--- src/common/lfs_params.svh ---
`ifndef LFS_PARAMS_SVH
`define LFS_PARAMS_SVH
// timing counts, in switching-clock cycles, and the counter width in bits
`define LFS_OC_DELAY_CYC    2
`define LFS_HICCUP_CYC      16000
`define LFS_CNT_W           14
// reset values of the pin outputs
`define LFS_RST_GATE        1'b0
`define LFS_RST_DIM         1'b0
`define LFS_RST_FAULT_N     1'b1
`define LFS_RST_LOOP        1'b1
`define LFS_RST_FULL        1'b0
// topology codes
`define LFS_TOPO_BOOST      2'b00
`define LFS_TOPO_BUCKBOOST  2'b01
`define LFS_TOPO_SEPIC      2'b10
`endif

--- src/common/lfs_pkg.sv ---
package lfs_pkg;
    typedef enum logic [1:0] {
        LFS_RUN    = 2'b00,
        LFS_OC_DLY = 2'b01,
        LFS_HICCUP = 2'b10
    } lfs_sc_state_t;

    typedef struct packed {
        logic ov;
        logic oc;
        logic hot;
        logic cool;
        logic lvl_low;
        logic lvl_full;
    } lfs_cmp_t;
endpackage

--- src/logic/lfs_supervisor.sv ---
// Operation
// - overvoltage drops both drives, asserts fault
// - hold until overvoltage clears past hysteresis
// - boost: hiccup after three overcurrent cycles
// - dim drive low for whole hiccup
// - short: gate low, loop reset, 16000 cycles
// - after off interval, release and restart
// - persisting overcurrent repeats the hiccup sequence
// - cleared overcurrent resumes normal regulation
// - no hiccup in buck-boost or SEPIC
// - over 165C: standby and fault flag
// - stay standby until below 145C
// - level below 0.1V turns output off
// - above 1.1V full-scale, below proportional
`timescale 1ns/1ns
`include "lfs_params.svh"

module lfs_supervisor (
    input  wire logic       I_CLK,
    input  wire logic       I_RESETN,
    input  wire logic       I_OVERVOLTAGE_SENSE,
    input  wire logic       I_STRING_OVERCURRENT,
    input  wire logic       I_TEMP_HOT,
    input  wire logic       I_TEMP_COOL,
    input  wire logic       I_LEVEL_LOW,
    input  wire logic       I_LEVEL_FULL,
    input  wire logic       I_PWM_EN,
    input  wire logic [1:0] I_TOPOLOGY,
    output logic            O_GATE_DRIVE,
    output logic            O_DIM_SWITCH_DRIVE,
    output logic            O_FAULT_FLAG_N_O,
    output logic            O_FAULT_FLAG_N_OE,
    output logic            O_LOOP_RESET,
    output logic            O_FULL_SCALE
);
    localparam int SYNC_W = 7;
    logic [SYNC_W-1:0] s1_q;
    logic [SYNC_W-1:0] s2_q;
    logic [SYNC_W-1:0] s3_q;
    logic [SYNC_W-1:0] filt_q;
    logic [SYNC_W-1:0] raw;
    lfs_pkg::lfs_cmp_t cmp;
    logic              pwm_q;

    assign raw = {I_PWM_EN, I_OVERVOLTAGE_SENSE, I_STRING_OVERCURRENT,
                  I_TEMP_HOT, I_TEMP_COOL, I_LEVEL_LOW, I_LEVEL_FULL};

    // three-stage sync
    // a change is taken once stages two and three agree
    genvar g;
    generate
        for (g = 0; g < SYNC_W; g++) begin : g_sync
            always_ff @(posedge I_CLK or negedge I_RESETN) begin
                if (!I_RESETN) begin
                    s1_q[g]   <= 1'b0;
                    s2_q[g]   <= 1'b0;
                    s3_q[g]   <= 1'b0;
                    filt_q[g] <= 1'b0;
                end else begin
                    s1_q[g] <= raw[g];
                    s2_q[g] <= s1_q[g];
                    s3_q[g] <= s2_q[g];
                    if (s2_q[g] == s3_q[g]) begin
                        filt_q[g] <= s3_q[g];
                    end
                end
            end
        end
    endgenerate

    assign cmp   = filt_q[5:0];
    assign pwm_q = filt_q[6];

    logic ov_fault_q;
    always_ff @(posedge I_CLK or negedge I_RESETN) begin
        if (!I_RESETN) begin
            ov_fault_q <= 1'b0;
        end else begin
            ov_fault_q <= cmp.ov;
        end
    end

    logic th_fault_q;
    always_ff @(posedge I_CLK or negedge I_RESETN) begin
        if (!I_RESETN) begin
            th_fault_q <= 1'b0;
        end else if (cmp.hot) begin
            th_fault_q <= 1'b1;
        end else if (cmp.cool) begin
            th_fault_q <= 1'b0;
        end
    end

    // short-circuit hiccup machine
    lfs_pkg::lfs_sc_state_t      sc_q;
    logic [`LFS_CNT_W-1:0]       cnt_q;
    logic                        boost;
    assign boost = (I_TOPOLOGY == `LFS_TOPO_BOOST);

    always_ff @(posedge I_CLK or negedge I_RESETN) begin
        if (!I_RESETN) begin
            sc_q  <= lfs_pkg::LFS_RUN;
            cnt_q <= '0;
        end else begin
            case (sc_q)
                lfs_pkg::LFS_RUN: begin
                    cnt_q <= '0;
                    if (cmp.oc && boost) begin
                        sc_q  <= lfs_pkg::LFS_OC_DLY;
                        cnt_q <= `LFS_CNT_W'(1);
                    end
                end
                lfs_pkg::LFS_OC_DLY: begin
                    if (!cmp.oc || !boost) begin
                        sc_q <= lfs_pkg::LFS_RUN;
                    end else if (cnt_q >= `LFS_CNT_W'(`LFS_OC_DELAY_CYC)) begin
                        sc_q  <= lfs_pkg::LFS_HICCUP;
                        cnt_q <= '0;
                    end else begin
                        cnt_q <= cnt_q + `LFS_CNT_W'(1);
                    end
                end
                lfs_pkg::LFS_HICCUP: begin
                    // re-detect from run on persisting fault
                    if (cnt_q == `LFS_CNT_W'(`LFS_HICCUP_CYC - 1)) begin
                        sc_q  <= lfs_pkg::LFS_RUN;
                        cnt_q <= '0;
                    end else begin
                        cnt_q <= cnt_q + `LFS_CNT_W'(1);
                    end
                end
                default: begin
                    sc_q  <= lfs_pkg::LFS_RUN;
                    cnt_q <= '0;
                end
            endcase
        end
    end

    logic sc_fault;
    assign sc_fault = (sc_q == lfs_pkg::LFS_HICCUP);

    // output stage: every output except the constant O_FAULT_FLAG_N_O from a flip-flop
    logic any_stop;
    assign any_stop = ov_fault_q | th_fault_q | sc_fault | cmp.lvl_low;

    always_ff @(posedge I_CLK or negedge I_RESETN) begin
        if (!I_RESETN) begin
            O_GATE_DRIVE       <= `LFS_RST_GATE;
            O_DIM_SWITCH_DRIVE <= `LFS_RST_DIM;
            O_FAULT_FLAG_N_OE  <= ~`LFS_RST_FAULT_N;
            O_LOOP_RESET       <= `LFS_RST_LOOP;
            O_FULL_SCALE       <= `LFS_RST_FULL;
        end else begin
            O_GATE_DRIVE       <= !any_stop;
            O_DIM_SWITCH_DRIVE <= !any_stop && pwm_q;
            // fault is the OR of faults
            O_FAULT_FLAG_N_OE  <= ov_fault_q | th_fault_q | sc_fault;
            O_LOOP_RESET       <= ov_fault_q | th_fault_q | sc_fault;
            O_FULL_SCALE       <= cmp.lvl_full;
        end
    end

    // open-drain: only ever pulls low
    assign O_FAULT_FLAG_N_O = 1'b0;
endmodule

--- config.mk ---
export PLATFORM = sky130hd
export DESIGN_NAME = lfs_supervisor
export DESIGN_NICKNAME = d
export VERILOG_FILES = /design/src/common/lfs_pkg.sv /design/src/logic/lfs_supervisor.sv
export VERILOG_INCLUDE_DIRS = /design/src /design/src/common
export SDC_FILE = /design/constraint.sdc
export NUM_CORES = 1
export LEC_CHECK = 0
export BUFFER_PORTS_ARGS = -buffer_cell sky130_fd_sc_hd__buf_2
export CAP_MARGIN = 30
export CORE_MARGIN = 10
export CORE_UTILIZATION = 57
export DETAILED_ROUTE_END_ITERATION = 7
export PLACE_DENSITY = 0.79
export SETUP_SLACK_MARGIN = 0.15
export SLEW_MARGIN = 20
export SYNTH_ARGS = -nofsm -noshare
export SYNTH_HDL_FRONTEND = slang
export SYNTH_SLANG_ARGS = --single-unit
--- constraint.sdc ---
create_clock -name I_CLK -period 2.1 [get_ports I_CLK]
set_input_delay 0.105 -clock I_CLK [delete_from_list [all_inputs] [get_ports I_CLK]]
set_output_delay 0.105 -clock I_CLK [all_outputs]
set_load 0.02 [all_outputs]
# Yosys cells after proc, flatten, opt, wreduce, memory -nomap -nowiden
# Index checks and enable logic that the tools add are counted.
[op_classes] addsub=1 order_cmp=1 n_eq_ne=14 muxes=12 bitwise_logic=3 reduce_logical=10
[ops] op="$mux 14" count=3
[ops] op="$pmux 14 s3" count=1
[ops] op="$add 14x1->14 const B" count=1
[ops] op="$eq 14x14->1 const B" count=1
[ops] op="$ge 14x2->1 const B" count=1
[ops] op="$mux 2" count=4
[ops] op="$eq 1x1->1" count=7
[ops] op="$pmux 2 s3" count=1
[ops] op="$logic_not 2->1" count=2
[ops] op="$ne 2x2->1 const B" count=2
[ops] op="$logic_not 1->1" count=3
[ops] op="$mux 1" count=3
[ops] op="$ne 3x3->1 const B" count=1
[ops] op="$or 1x1->1" count=3
[ops] op="$reduce_and 3->1" count=1
[ops] op="$eq 2x1->1 const B" count=1
[ops] op="$eq 2x2->1 const B" count=1
[ops] op="$logic_and 1x1->1" count=2
[ops] op="$ne 2x1->1 const B" count=1
[ops] op="$reduce_bool 2->1" count=1
[ops] op="$logic_or 1x1->1" count=1
[totals] register_bits=51 in_bits=11 out_inout_bits=6 wordCells=78

# Depth between registers and ports, before layout
# Gate-level depths: netlist of run 1.
[logic_depth] word_depth=5 depth_mapped=7 mapped_depth_nobuf=7

# Worst setup path before layout of run 1
# OpenSTA, ideal clock, no wires.
[synth_timing] path_kind="flip-flop to flip-flop" start="reg cnt_q[1]" end="reg cnt_q[11]" setup_ns=0.132 arrival_ns=1.577 required_ns=1.968 slack_ns=0.390 path_stages_with_launch=7 path_buffers=0 path_cell_list="dfrtp_1 > ha_1 > nand3_1 > nor4_4 > o21ai_2 > o21ai_0 > o41ai_2"
[synth_via] elab_chain_cells=4 word_cells_on_any_way=7 cone_classes="add/sub: 1; order compare: 1; eq/ne: 1; mux: 4"
[synth_lines] element="start, declared" line="lfs_supervisor.sv:96" source="logic [`LFS_CNT_W-1:0] cnt_q;"
[synth_lines] element="start signal, assigned" line="lfs_supervisor.sv:110" source="cnt_q <= `LFS_CNT_W'(1);"
[synth_lines] element="start signal, assigned" line="lfs_supervisor.sv:120" source="cnt_q <= cnt_q + `LFS_CNT_W'(1);"
[synth_lines] element="start signal, assigned" line="lfs_supervisor.sv:129" source="cnt_q <= cnt_q + `LFS_CNT_W'(1);"
[synth_lines] element="$add 14x1->14 or $ge 14x2->1 (tied branches)" line="lfs_supervisor.sv:120, lfs_supervisor.sv:129, lfs_supervisor.sv:116"
[synth_lines] element="$mux 14" line="lfs_supervisor.sv:116" source="end else if (cnt_q >= `LFS_CNT_W'(`LFS_OC_DELAY_CYC)) begin"
[synth_lines] element="$mux 14" line="lfs_supervisor.sv:114" source="if (!cmp.oc || !boost) begin"
[synth_lines] element="$pmux 14 s3 (*)" line="lfs_supervisor.sv:105" source="case (sc_q)"
# Mark *: on every way between the ends. The rest lies on a longest branch, timed or not. The select of a mux whose other input is x is not followed.
# A chain may end at the register's enable or synchronous reset.

# Worst setup path in the final report of run 1
[layout_timing] start="reg cnt_q[7]" end="reg cnt_q[11]"
# The elaborated chain is that of the path after synthesis.

==> results of run 1 <==
## layout make-up
type | instances | area share
Timing Repair Buffer | 33 | 0.0973
Inverter | 5 | 0.00793
Clock inverter | 2 | 0.0164
Tap cell | 46 | 0.0243
Clock buffer | 6 | 0.0174
Multi-Input combinational cell | 98 | 0.295
Sequential cell | 51 | 0.542
## through the flow
| stage | worst slack [ns] | hold slack [ns] | std cells | power (mW) | instance area, um2 |
|---|---|---|---|---|---|
| 2_1_floorplan | 0.390 | -0.191 | 157 | 1.20 | 2000 |
| 3_3_place_gp | 0.296 | 0.0936 | 216 | 1.26 | 2120 |
| 3_5_place_dp | 0.160 | 0.118 | 216 | 1.27 | 2120 |
| 4_1_cts | 0.152 | 0.0999 | 232 | 1.83 | 2280 |
| 5_1_grt | 0.0126 | 0.114 | 241 | 1.93 | 2370 |
| 6_report | 0.106 | 0.0955 | 241 | 1.84 | 2370 |
## path summary, 6_finish.rpt
path	endpoint	slack (ns)
worst max-delay path	cnt_q[11]$_DFFE_PN0P_	0.11
worst min-delay path	sc_q[0]$_DFFE_PN0P_	0.1
worst max register to register	cnt_q[11]$_DFFE_PN0P_	0.11
worst min register to register	s2_q[3]$_DFF_PN0_	0.37
max in group asynchronous	s1_q[6]$_DFF_PN0_	1.11
min in group asynchronous	cnt_q[7]$_DFFE_PN0P_	0.24
## synth_stat cells (2+ instances only)
cell | instances | area, um2
a21oi_1 | 6 | 30.0
a31oi_1 | 6 | 37.5
and2_1 | 2 | 12.5
and3_1 | 3 | 18.8
clkbuf_1 | 2 | 7.51
dfrtp_1 | 50 | 1250
ha_1 | 2 | 25.0
inv_1 | 5 | 18.8
maj3_1 | 7 | 70.1
nand2_1 | 8 | 30.0
nand2b_1 | 3 | 18.8
nand3_1 | 6 | 30.0
nand4_1 | 4 | 25.0
nor2_1 | 6 | 22.5
nor2b_1 | 2 | 12.5
nor3_1 | 3 | 15.0
nor4_2 | 2 | 25.0
o21a_1 | 2 | 15.0
o21ai_0 | 8 | 40.0
o22ai_1 | 3 | 18.8
o31a_1 | 2 | 17.5
or2_1 | 2 | 12.5
## cell families after synthesis
group / count (synthesis) / share of synthesized area
AND/OR/NAND/NOR: 51 / 0.164
flip-flops: 51 / 0.640
AO/OA/AOI/OAI: 36 / 0.125
buffers and inverters: 9 / 0.0226
adder cells (fa/ha/maj): 9 / 0.0476
other: 1 / 0.00188
## critical path, cell delays in order (launching register included)
cell	delay [ns]
dfrtp_2	0.47
buf_4	0.15
nor4b_2	0.36
nand4_2	0.29
o21ai_4	0.20
nand2_4	0.12
o41ai_2	0.31
## metal layers
metal | vias to the layer above | wire, um | global-route usage | part of all wire
met5 | - | 0 | 0 | 0
met4 | 0 | 69 | 0.0394 | 0.017
met3 | 8 | 341 | 0.0417 | 0.083
met2 | 67 | 2020 | 0.206 | 0.49
met1 | 689 | 1690 | 0.154 | 0.41
li1 | 644 | - | - | -
## power by group through the flow
stage	clock, mW	sequential (mW)	combinational (mW)
2_1_floorplan	0	1.10	0.104
3_3_place_gp	0	1.09	0.171
3_5_place_dp	0	1.10	0.178
4_1_cts	0.561	1.08	0.190
5_1_grt	0.618	1.09	0.222
6_report	0.557	1.08	0.202
## repair_timing
action,4_1_cts,5_1_grt
setup endpoints to repair,0,12
setup buffers,0,8
hold buffers,8,0
hold endpoints to repair,29,0
resized for setup,0,7
## sequential cells by signal, summed over array words and instances (netlist names), 2 cells and up
signal  flops
cnt_q      14
s1_q        7
s2_q        7
s3_q        7
cmp         6
sc_q        2
==> reports/metrics.sh, run 1 <==
GRT_FIRST_PASS_WIRELENGTH_UM=6340
TOP_LIBRARY_CELLS_BY_USAGE_IN_THE_LAYOUT_FILL_AND_TAPS_ASIDE='46 x dfrtp_1, 15 x buf_2, 10 x buf_4'
CTS_TREE='yes'
FIRST_ITER_VIOLATIONS=135
SETUP.WORST_PATH.START_CLASS='register'
FIN_NETS=207
MULTI_INPUT_COMBINATIONAL_CELL_AREA_UM2=698
CORE_UM2=3360
SYNTHFLOPTYPE='dfrtp_1'
INTERNAL_POWER_mW=1.38
LAYOUT-DRIVE-GT1-SHARE=0.267
CTS.REPORTEDPATHS.CLKPINSLEW_NS=0.15
SYNTH_SEQUENTIAL_AREA_RATIO=0.640
FINALWORSTPATHREQUIREDPERIOD_NS=1.99
ANTENNA_FOUND_INITIAL=0
HOLD_START='I_TOPOLOGY[0]'
RSZ_0062_RAISED_AFTER_GLOBAL_ROUTING='true'
CLOCK-SINKS=51
FINAL_WORST_PATH_CYCLE_SHARE=0.949
ROUTE.VIAS.TOTAL=1408
PLACE_HPWL_UM=2700
POST_SYNTH_INSTANCE_AREA_UM2=2000
MAXSLEWHEADROOM=0.631
SYNTHESIS.YOSYS.WARNINGS=0
HOLD-PATH-CELL-COUNT=4
WORST_SETUP_PATH_END_KIND='register'
DRTANTENNAVIOLNETS=0
R2R_START='cnt_q[7]$_DFFE_PN0P_'
POST_DRT_WL_PER_CELL_UM=17.1
ACHIEVABLE-FREQUENCY_MHz=502
FINAL_UTIL=0.704
POWER_LEAKAGE_nW=1.05
ROUTED_WL_UM=4120
GRT_MAX_DEGREE=29
GLOBAL_ROUTE.OVERFLOW_TOTAL=0
DIEWIDTH_UM=79.2
FINAL_COMMON_CELL='dfrtp_1'
CTS-BUFFERS-INSERTED=5
HOLDCRITPATHCLASS='in -> reg'
MAX_CAP_VIOLS=0
REG2REGPATHDEPTH=6
MAXIMUM_LEVEL_OF_THE_CTS_H_TREE=2
CRIT_PATH_MAX_FANOUT=7
SHARE_SEQ_OF_TOTAL_POWER=0.587
TIMING.CRITICAL_PATH.FROM='cnt_q[7]$_DFFE_PN0P_'
INITIAL_CORE_UTILIZATION=0.594
DIE-HEIGHT_UM=79.2
SYN_NETS=170
PWR-SHARE-COMB=0.110
YS_FF_LATCH=51
REMAINING_DRC_ERRORS=0
POST_SYNTH_ARST_SHARE=1.00
CTS_ROOT_BUF='clkbuf_4'
FP-ROW-COUNT=21
CELLPOWERDENSITY_nW_PER_UM2=776
CTS_BUFFER_DEPTH=2
CLOCK_LATENCY_NS=0.35
LAYOUT_FILLERS=256
MEAN_INSTANCE_SIZE_IN_THE_SYNTHESIZED_NETLIST_UM2=12.7
CLOCK-SKEW-FINAL_NS=0.00834
FINALSETUPTNS_NS=0
DIE_AREA_UM2=6270
RESULT_OF_THE_RUN='finished clean'
DRT-VIAS-PER-INSTANCE=5.84
SYNTH_CELL_TYPES=45
FINAL-SEQ-AREA_UM2=1280
FIRST_PASS_ITERS=4
TRACK_USAGE=0.126
SWITCHING_POWER_mW=0.459
GRT_PASS1_VIAS=1323
HOLD_VIOL_FINAL=0
FINAL-MAX-SLEW-VIOLATION-COUNT=0
ANTENNA_CELLS_INSERTED=0
WORST_PIN_SLEW_NS=0.554
PIN_COUNT=17
VDD_IR_DROP_MAX_uV=667
COUNT_OF_FLIP_FLOPS_WITH_A_BUILT_IN_ENABLE_AFTER_SYNTHESIS=0
SYNTHTOLAYOUTAREAGROWTH_PCT=18.5
FINALSETUPVIOLCOUNT=0
CRITICAL_PATH_ARRIVAL_NS=2.25
IO_BUFFER_COUNT=15
GP_CONGESTION=0.912
POST_SYNTH_INST_COUNT=157
PATH_CLASS='reg -> reg'
WORSTPATHREQUIRED_NS=2.36
POWER.CLOCK.FRACTION=0.303
SWITCHING_SHARE_OF_POWER=0.250
No activity file was read; power rests on OpenSTA's default activity.
==> run 2, diff against run 1 <==
--- a/config.mk
+++ b/config.mk
@@ -11,6 +11,7 @@
 export CORE_MARGIN = 10
 export CORE_UTILIZATION = 57
 export DETAILED_ROUTE_END_ITERATION = 7
+export GPL_TIMING_DRIVEN = 0
 export PLACE_DENSITY = 0.79
 export SETUP_SLACK_MARGIN = 0.15
 export SLEW_MARGIN = 20
==> constraint.sdc (replaced) <==
create_clock -name I_CLK -period 2.1 [get_ports I_CLK]
set_input_delay 0.21 -clock I_CLK [delete_from_list [all_inputs] [get_ports I_CLK]]
set_output_delay 0.21 -clock I_CLK [all_outputs]
set_load 0.02 [all_outputs]
==> reports/metrics.sh, run 2 (synthesized netlist as in run 1, its figures left out) <==
RSZ_0062_RAISED_AFTER_GLOBAL_ROUTING='true'
R2R_START='cnt_q[0]$_DFFE_PN0P_'
CRIT_PATH_MAX_FANOUT=7  # unchanged
HOLD_VIOL_FINAL=0  # unchanged
CTS.REPORTEDPATHS.CLKPINSLEW_NS=0.13  # -0.02 ns
CTS_BUFFER_DEPTH=2  # unchanged
LAYOUT_FILLERS=237  # -7.4%
DRT-VIAS-PER-INSTANCE=5.88  # +0.73%
INITIAL_CORE_UTILIZATION=0.594  # unchanged
MAXIMUM_LEVEL_OF_THE_CTS_H_TREE=2  # unchanged
GLOBAL_ROUTE.OVERFLOW_TOTAL=0  # unchanged
DIEWIDTH_UM=79.2  # unchanged
PATH_CLASS='reg -> reg'
POST_DRT_WL_PER_CELL_UM=16.9  # -1.3%
HOLD_START='I_TOPOLOGY[0]'
FINAL-MAX-SLEW-VIOLATION-COUNT=0  # unchanged
PWR-SHARE-COMB=0.135  # +0.025
VDD_IR_DROP_MAX_uV=583  # -13%
MIN_HOLD_SLACK_NS=0.195  # +0.0993 ns
TRACK_USAGE=0.128  # +0.00165
REG2REGPATHDEPTH=9  # +3
HOLD-PATH-CELL-COUNT=4  # unchanged
LAYOUT-DRIVE-GT1-SHARE=0.284  # +0.0176
FIN_NETS=209  # +0.97%
TIMING.CRITICAL_PATH.SLOWEST_STAGE_CELL='dfrtp_2'
SWITCHING_POWER_mW=0.475  # +3.5%
POST-ROUTE-WORST-SETUP-SLACK_NS=0.147  # +0.0410 ns
FINALWORSTPATHREQUIREDPERIOD_NS=1.95  # -0.0410 ns
FINAL_COMMON_CELL='dfrtp_1'
WORST_SETUP_PATH_END_KIND='register'
GRT_FIRST_PASS_WIRELENGTH_UM=6410  # +1.1%
SWITCHING_SHARE_OF_POWER=0.265  # +0.0152
FINAL_UTIL=0.724  # +0.0205
TIMING.CRITICAL_PATH.CELLS='buf_4 > ha_2 > nand3_2 > nor4_4 > buf_6 > o21ai_4 > nand2_4 > buf_4 > o22ai_1'
PLACE_HPWL_UM=2640  # -2.1%
ACHIEVABLE-FREQUENCY_MHz=512  # +2.1%
CELLPOWERDENSITY_nW_PER_UM2=736  # -5.2%
CORE_UM2=3360  # unchanged
TOP_LIBRARY_CELLS_BY_USAGE_IN_THE_LAYOUT_FILL_AND_TAPS_ASIDE='48 x dfrtp_1, 15 x buf_2, 8 x nand2_1, 8 x dlygate4sd3_1'
CLOCK_LATENCY_NS=0.37  # +0.02 ns
IO_BUFFER_COUNT=15  # unchanged
DRTANTENNAVIOLNETS=0  # unchanged
GRT_PASS1_VIAS=1383  # +4.5%
ANTENNA_FOUND_INITIAL=0  # unchanged
GP_CONGESTION=0.922  # +1.1%
FIRST_PASS_ITERS=5  # +1
POWER_LEAKAGE_nW=1.08  # +3.1%
CTS_TREE='yes'
CLOCK-SINKS=51  # unchanged
WHS_ENDPOINT='sc_q[0]$_DFFE_PN0P_'
SETUP.WORST_PATH.START_CLASS='register'
GRT_MAX_DEGREE=31  # +6.9%
CP_TOP_FAMILY='simple AND/OR/NAND/NOR gates'
WORST_PIN_SLEW_NS=0.531  # -0.0230 ns
RESULT_OF_THE_RUN='finished clean'
FINALSETUPTNS_NS=0  # unchanged
REGTOREGSETUPSLACK_NS=0.15  # +0.04 ns
ROUTE.VIAS.TOTAL=1430  # +1.6%
REMAINING_DRC_ERRORS=0  # unchanged
POWER.CLOCK.FRACTION=0.262  # -0.041
DIE_AREA_UM2=6270  # unchanged
FIRST_ITER_VIOLATIONS=141  # +4.4%
INTERNAL_POWER_mW=1.32  # -4.4%
CTS_ROOT_BUF='clkbuf_4'
HOLDCRITPATHCLASS='in -> reg'
LARGEST_REGISTER_FF_COUNT=14  # unchanged
ANTENNA_CELLS_INSERTED=0  # unchanged
LARGEST-REGISTER='cnt_q'
PATH_COMMON_CELL='buf_4'
CRITICAL_PATH_ARRIVAL_NS=2.21  # -0.04 ns
PRE_CTS_WS_NS=0.110  # -0.0499 ns
FINALSETUPVIOLCOUNT=0  # unchanged
SYNTHTOLAYOUTAREAGROWTH_PCT=22.0
PIN_COUNT=17  # unchanged
ROUTED_WL_UM=4100  # -0.46%
CLOCK-SKEW-FINAL_NS=0.00574  # -0.00261 ns
MAXSLEWHEADROOM=0.646  # +0.0154
FP-ROW-COUNT=21  # unchanged
MAX_CAP_VIOLS=0  # unchanged
CRIT_PATH_MAX_INCR_DELAY_NS=0.45  # -0.02 ns
FINAL_WORST_PATH_CYCLE_SHARE=0.930  # -0.0195
WORSTPATHREQUIRED_NS=2.36  # about the same
SHARE_SEQ_OF_TOTAL_POWER=0.603  # +0.016
CTS-BUFFERS-INSERTED=5  # unchanged
CP.BUFFERS_INVERTERS=3  # +2
DIE-HEIGHT_UM=79.2  # unchanged
P_TOTAL_mW=1.79  # -2.4%
TIMING.RR.END='cnt_q[0]$_DFFE_PN0P_'
[run 2: power by group through the flow]
stage / logic [mW] / registers [mW] / clock network (mW)
2_1_floorplan: 0.104 / 1.10 / 0
3_3_place_gp: 0.171 / 1.09 / 0
3_5_place_dp: 0.184 / 1.10 / 0
4_1_cts: 0.200 / 1.08 / 0.474
5_1_grt: 0.263 / 1.09 / 0.509
6_report: 0.242 / 1.08 / 0.469
[run 2: worst reg2reg max path: stages (launching register included)]
cell,delay [ns]
dfrtp_2,0.45
buf_4,0.13
ha_2,0.21
nand3_2,0.14
nor4_4,0.32
buf_6,0.17
o21ai_4,0.09
nand2_4,0.15
buf_4,0.13
o22ai_1,0.06
[run 2: area by class of cell]
class / instances / area, um2 / share of cell area
flip-flops and latches: 51 / 1280 / 0.525
multi-input cells: 98 / 754 / 0.310
repair buffers: 31 / 235 / 0.0966
well taps: 46 / 57.6 / 0.0236
clock buffers: 7 / 55.1 / 0.0226
plain buffers: 4 / 26.3 / 0.0108
inverters: 5 / 18.8 / 0.00770
clock inverters: 1 / 8.76 / 0.00360
[run 2: worst max-delay path by stage]
stage,startpoint,slack [ns],depth (start not counted),end
after floorplan,cnt_q[1]$_DFFE_PN0P_,0.39,6,cnt_q[11]$_DFFE_PN0P_
after CTS,cnt_q[7]$_DFFE_PN0P_,0.11,5,cnt_q[11]$_DFFE_PN0P_
final,cnt_q[0]$_DFFE_PN0P_,0.15,9,cnt_q[0]$_DFFE_PN0P_
after global routing,cnt_q[0]$_DFFE_PN0P_,0.04,8,cnt_q[8]$_DFFE_PN0P_
after detailed placement,cnt_q[0]$_DFFE_PN0P_,0.11,6,cnt_q[11]$_DFFE_PN0P_
after global placement,cnt_q[1]$_DFFE_PN0P_,0.18,6,cnt_q[11]$_DFFE_PN0P_
[run 2: routing by layer]
layer  up-vias  GRT usage  wire length (um)
li1        648          -                 -
met5         -          0                 0
met2        48      0.231              2130
met4         0     0.0376                65
met3         8     0.0405               270
met1       726      0.139              1640
[run 2: through the flow]
step | std cells | area, um2
2_1_floorplan | 157 | 2000
4_1_cts | 235 | 2300
6_report | 243 | 2440
5_1_grt | 243 | 2440
3_3_place_gp | 218 | 2130
3_5_place_dp | 219 | 2150
[run 2: what timing repair did]
action                                  CTS  global route
endpoints found under the setup margin    8            14
pin swaps                                 1             8
endpoints found under the hold margin    27             0
gates cloned                              0             1
hold buffers                              8             0
buffers inserted                          0             7
gates resized for setup                   3            15
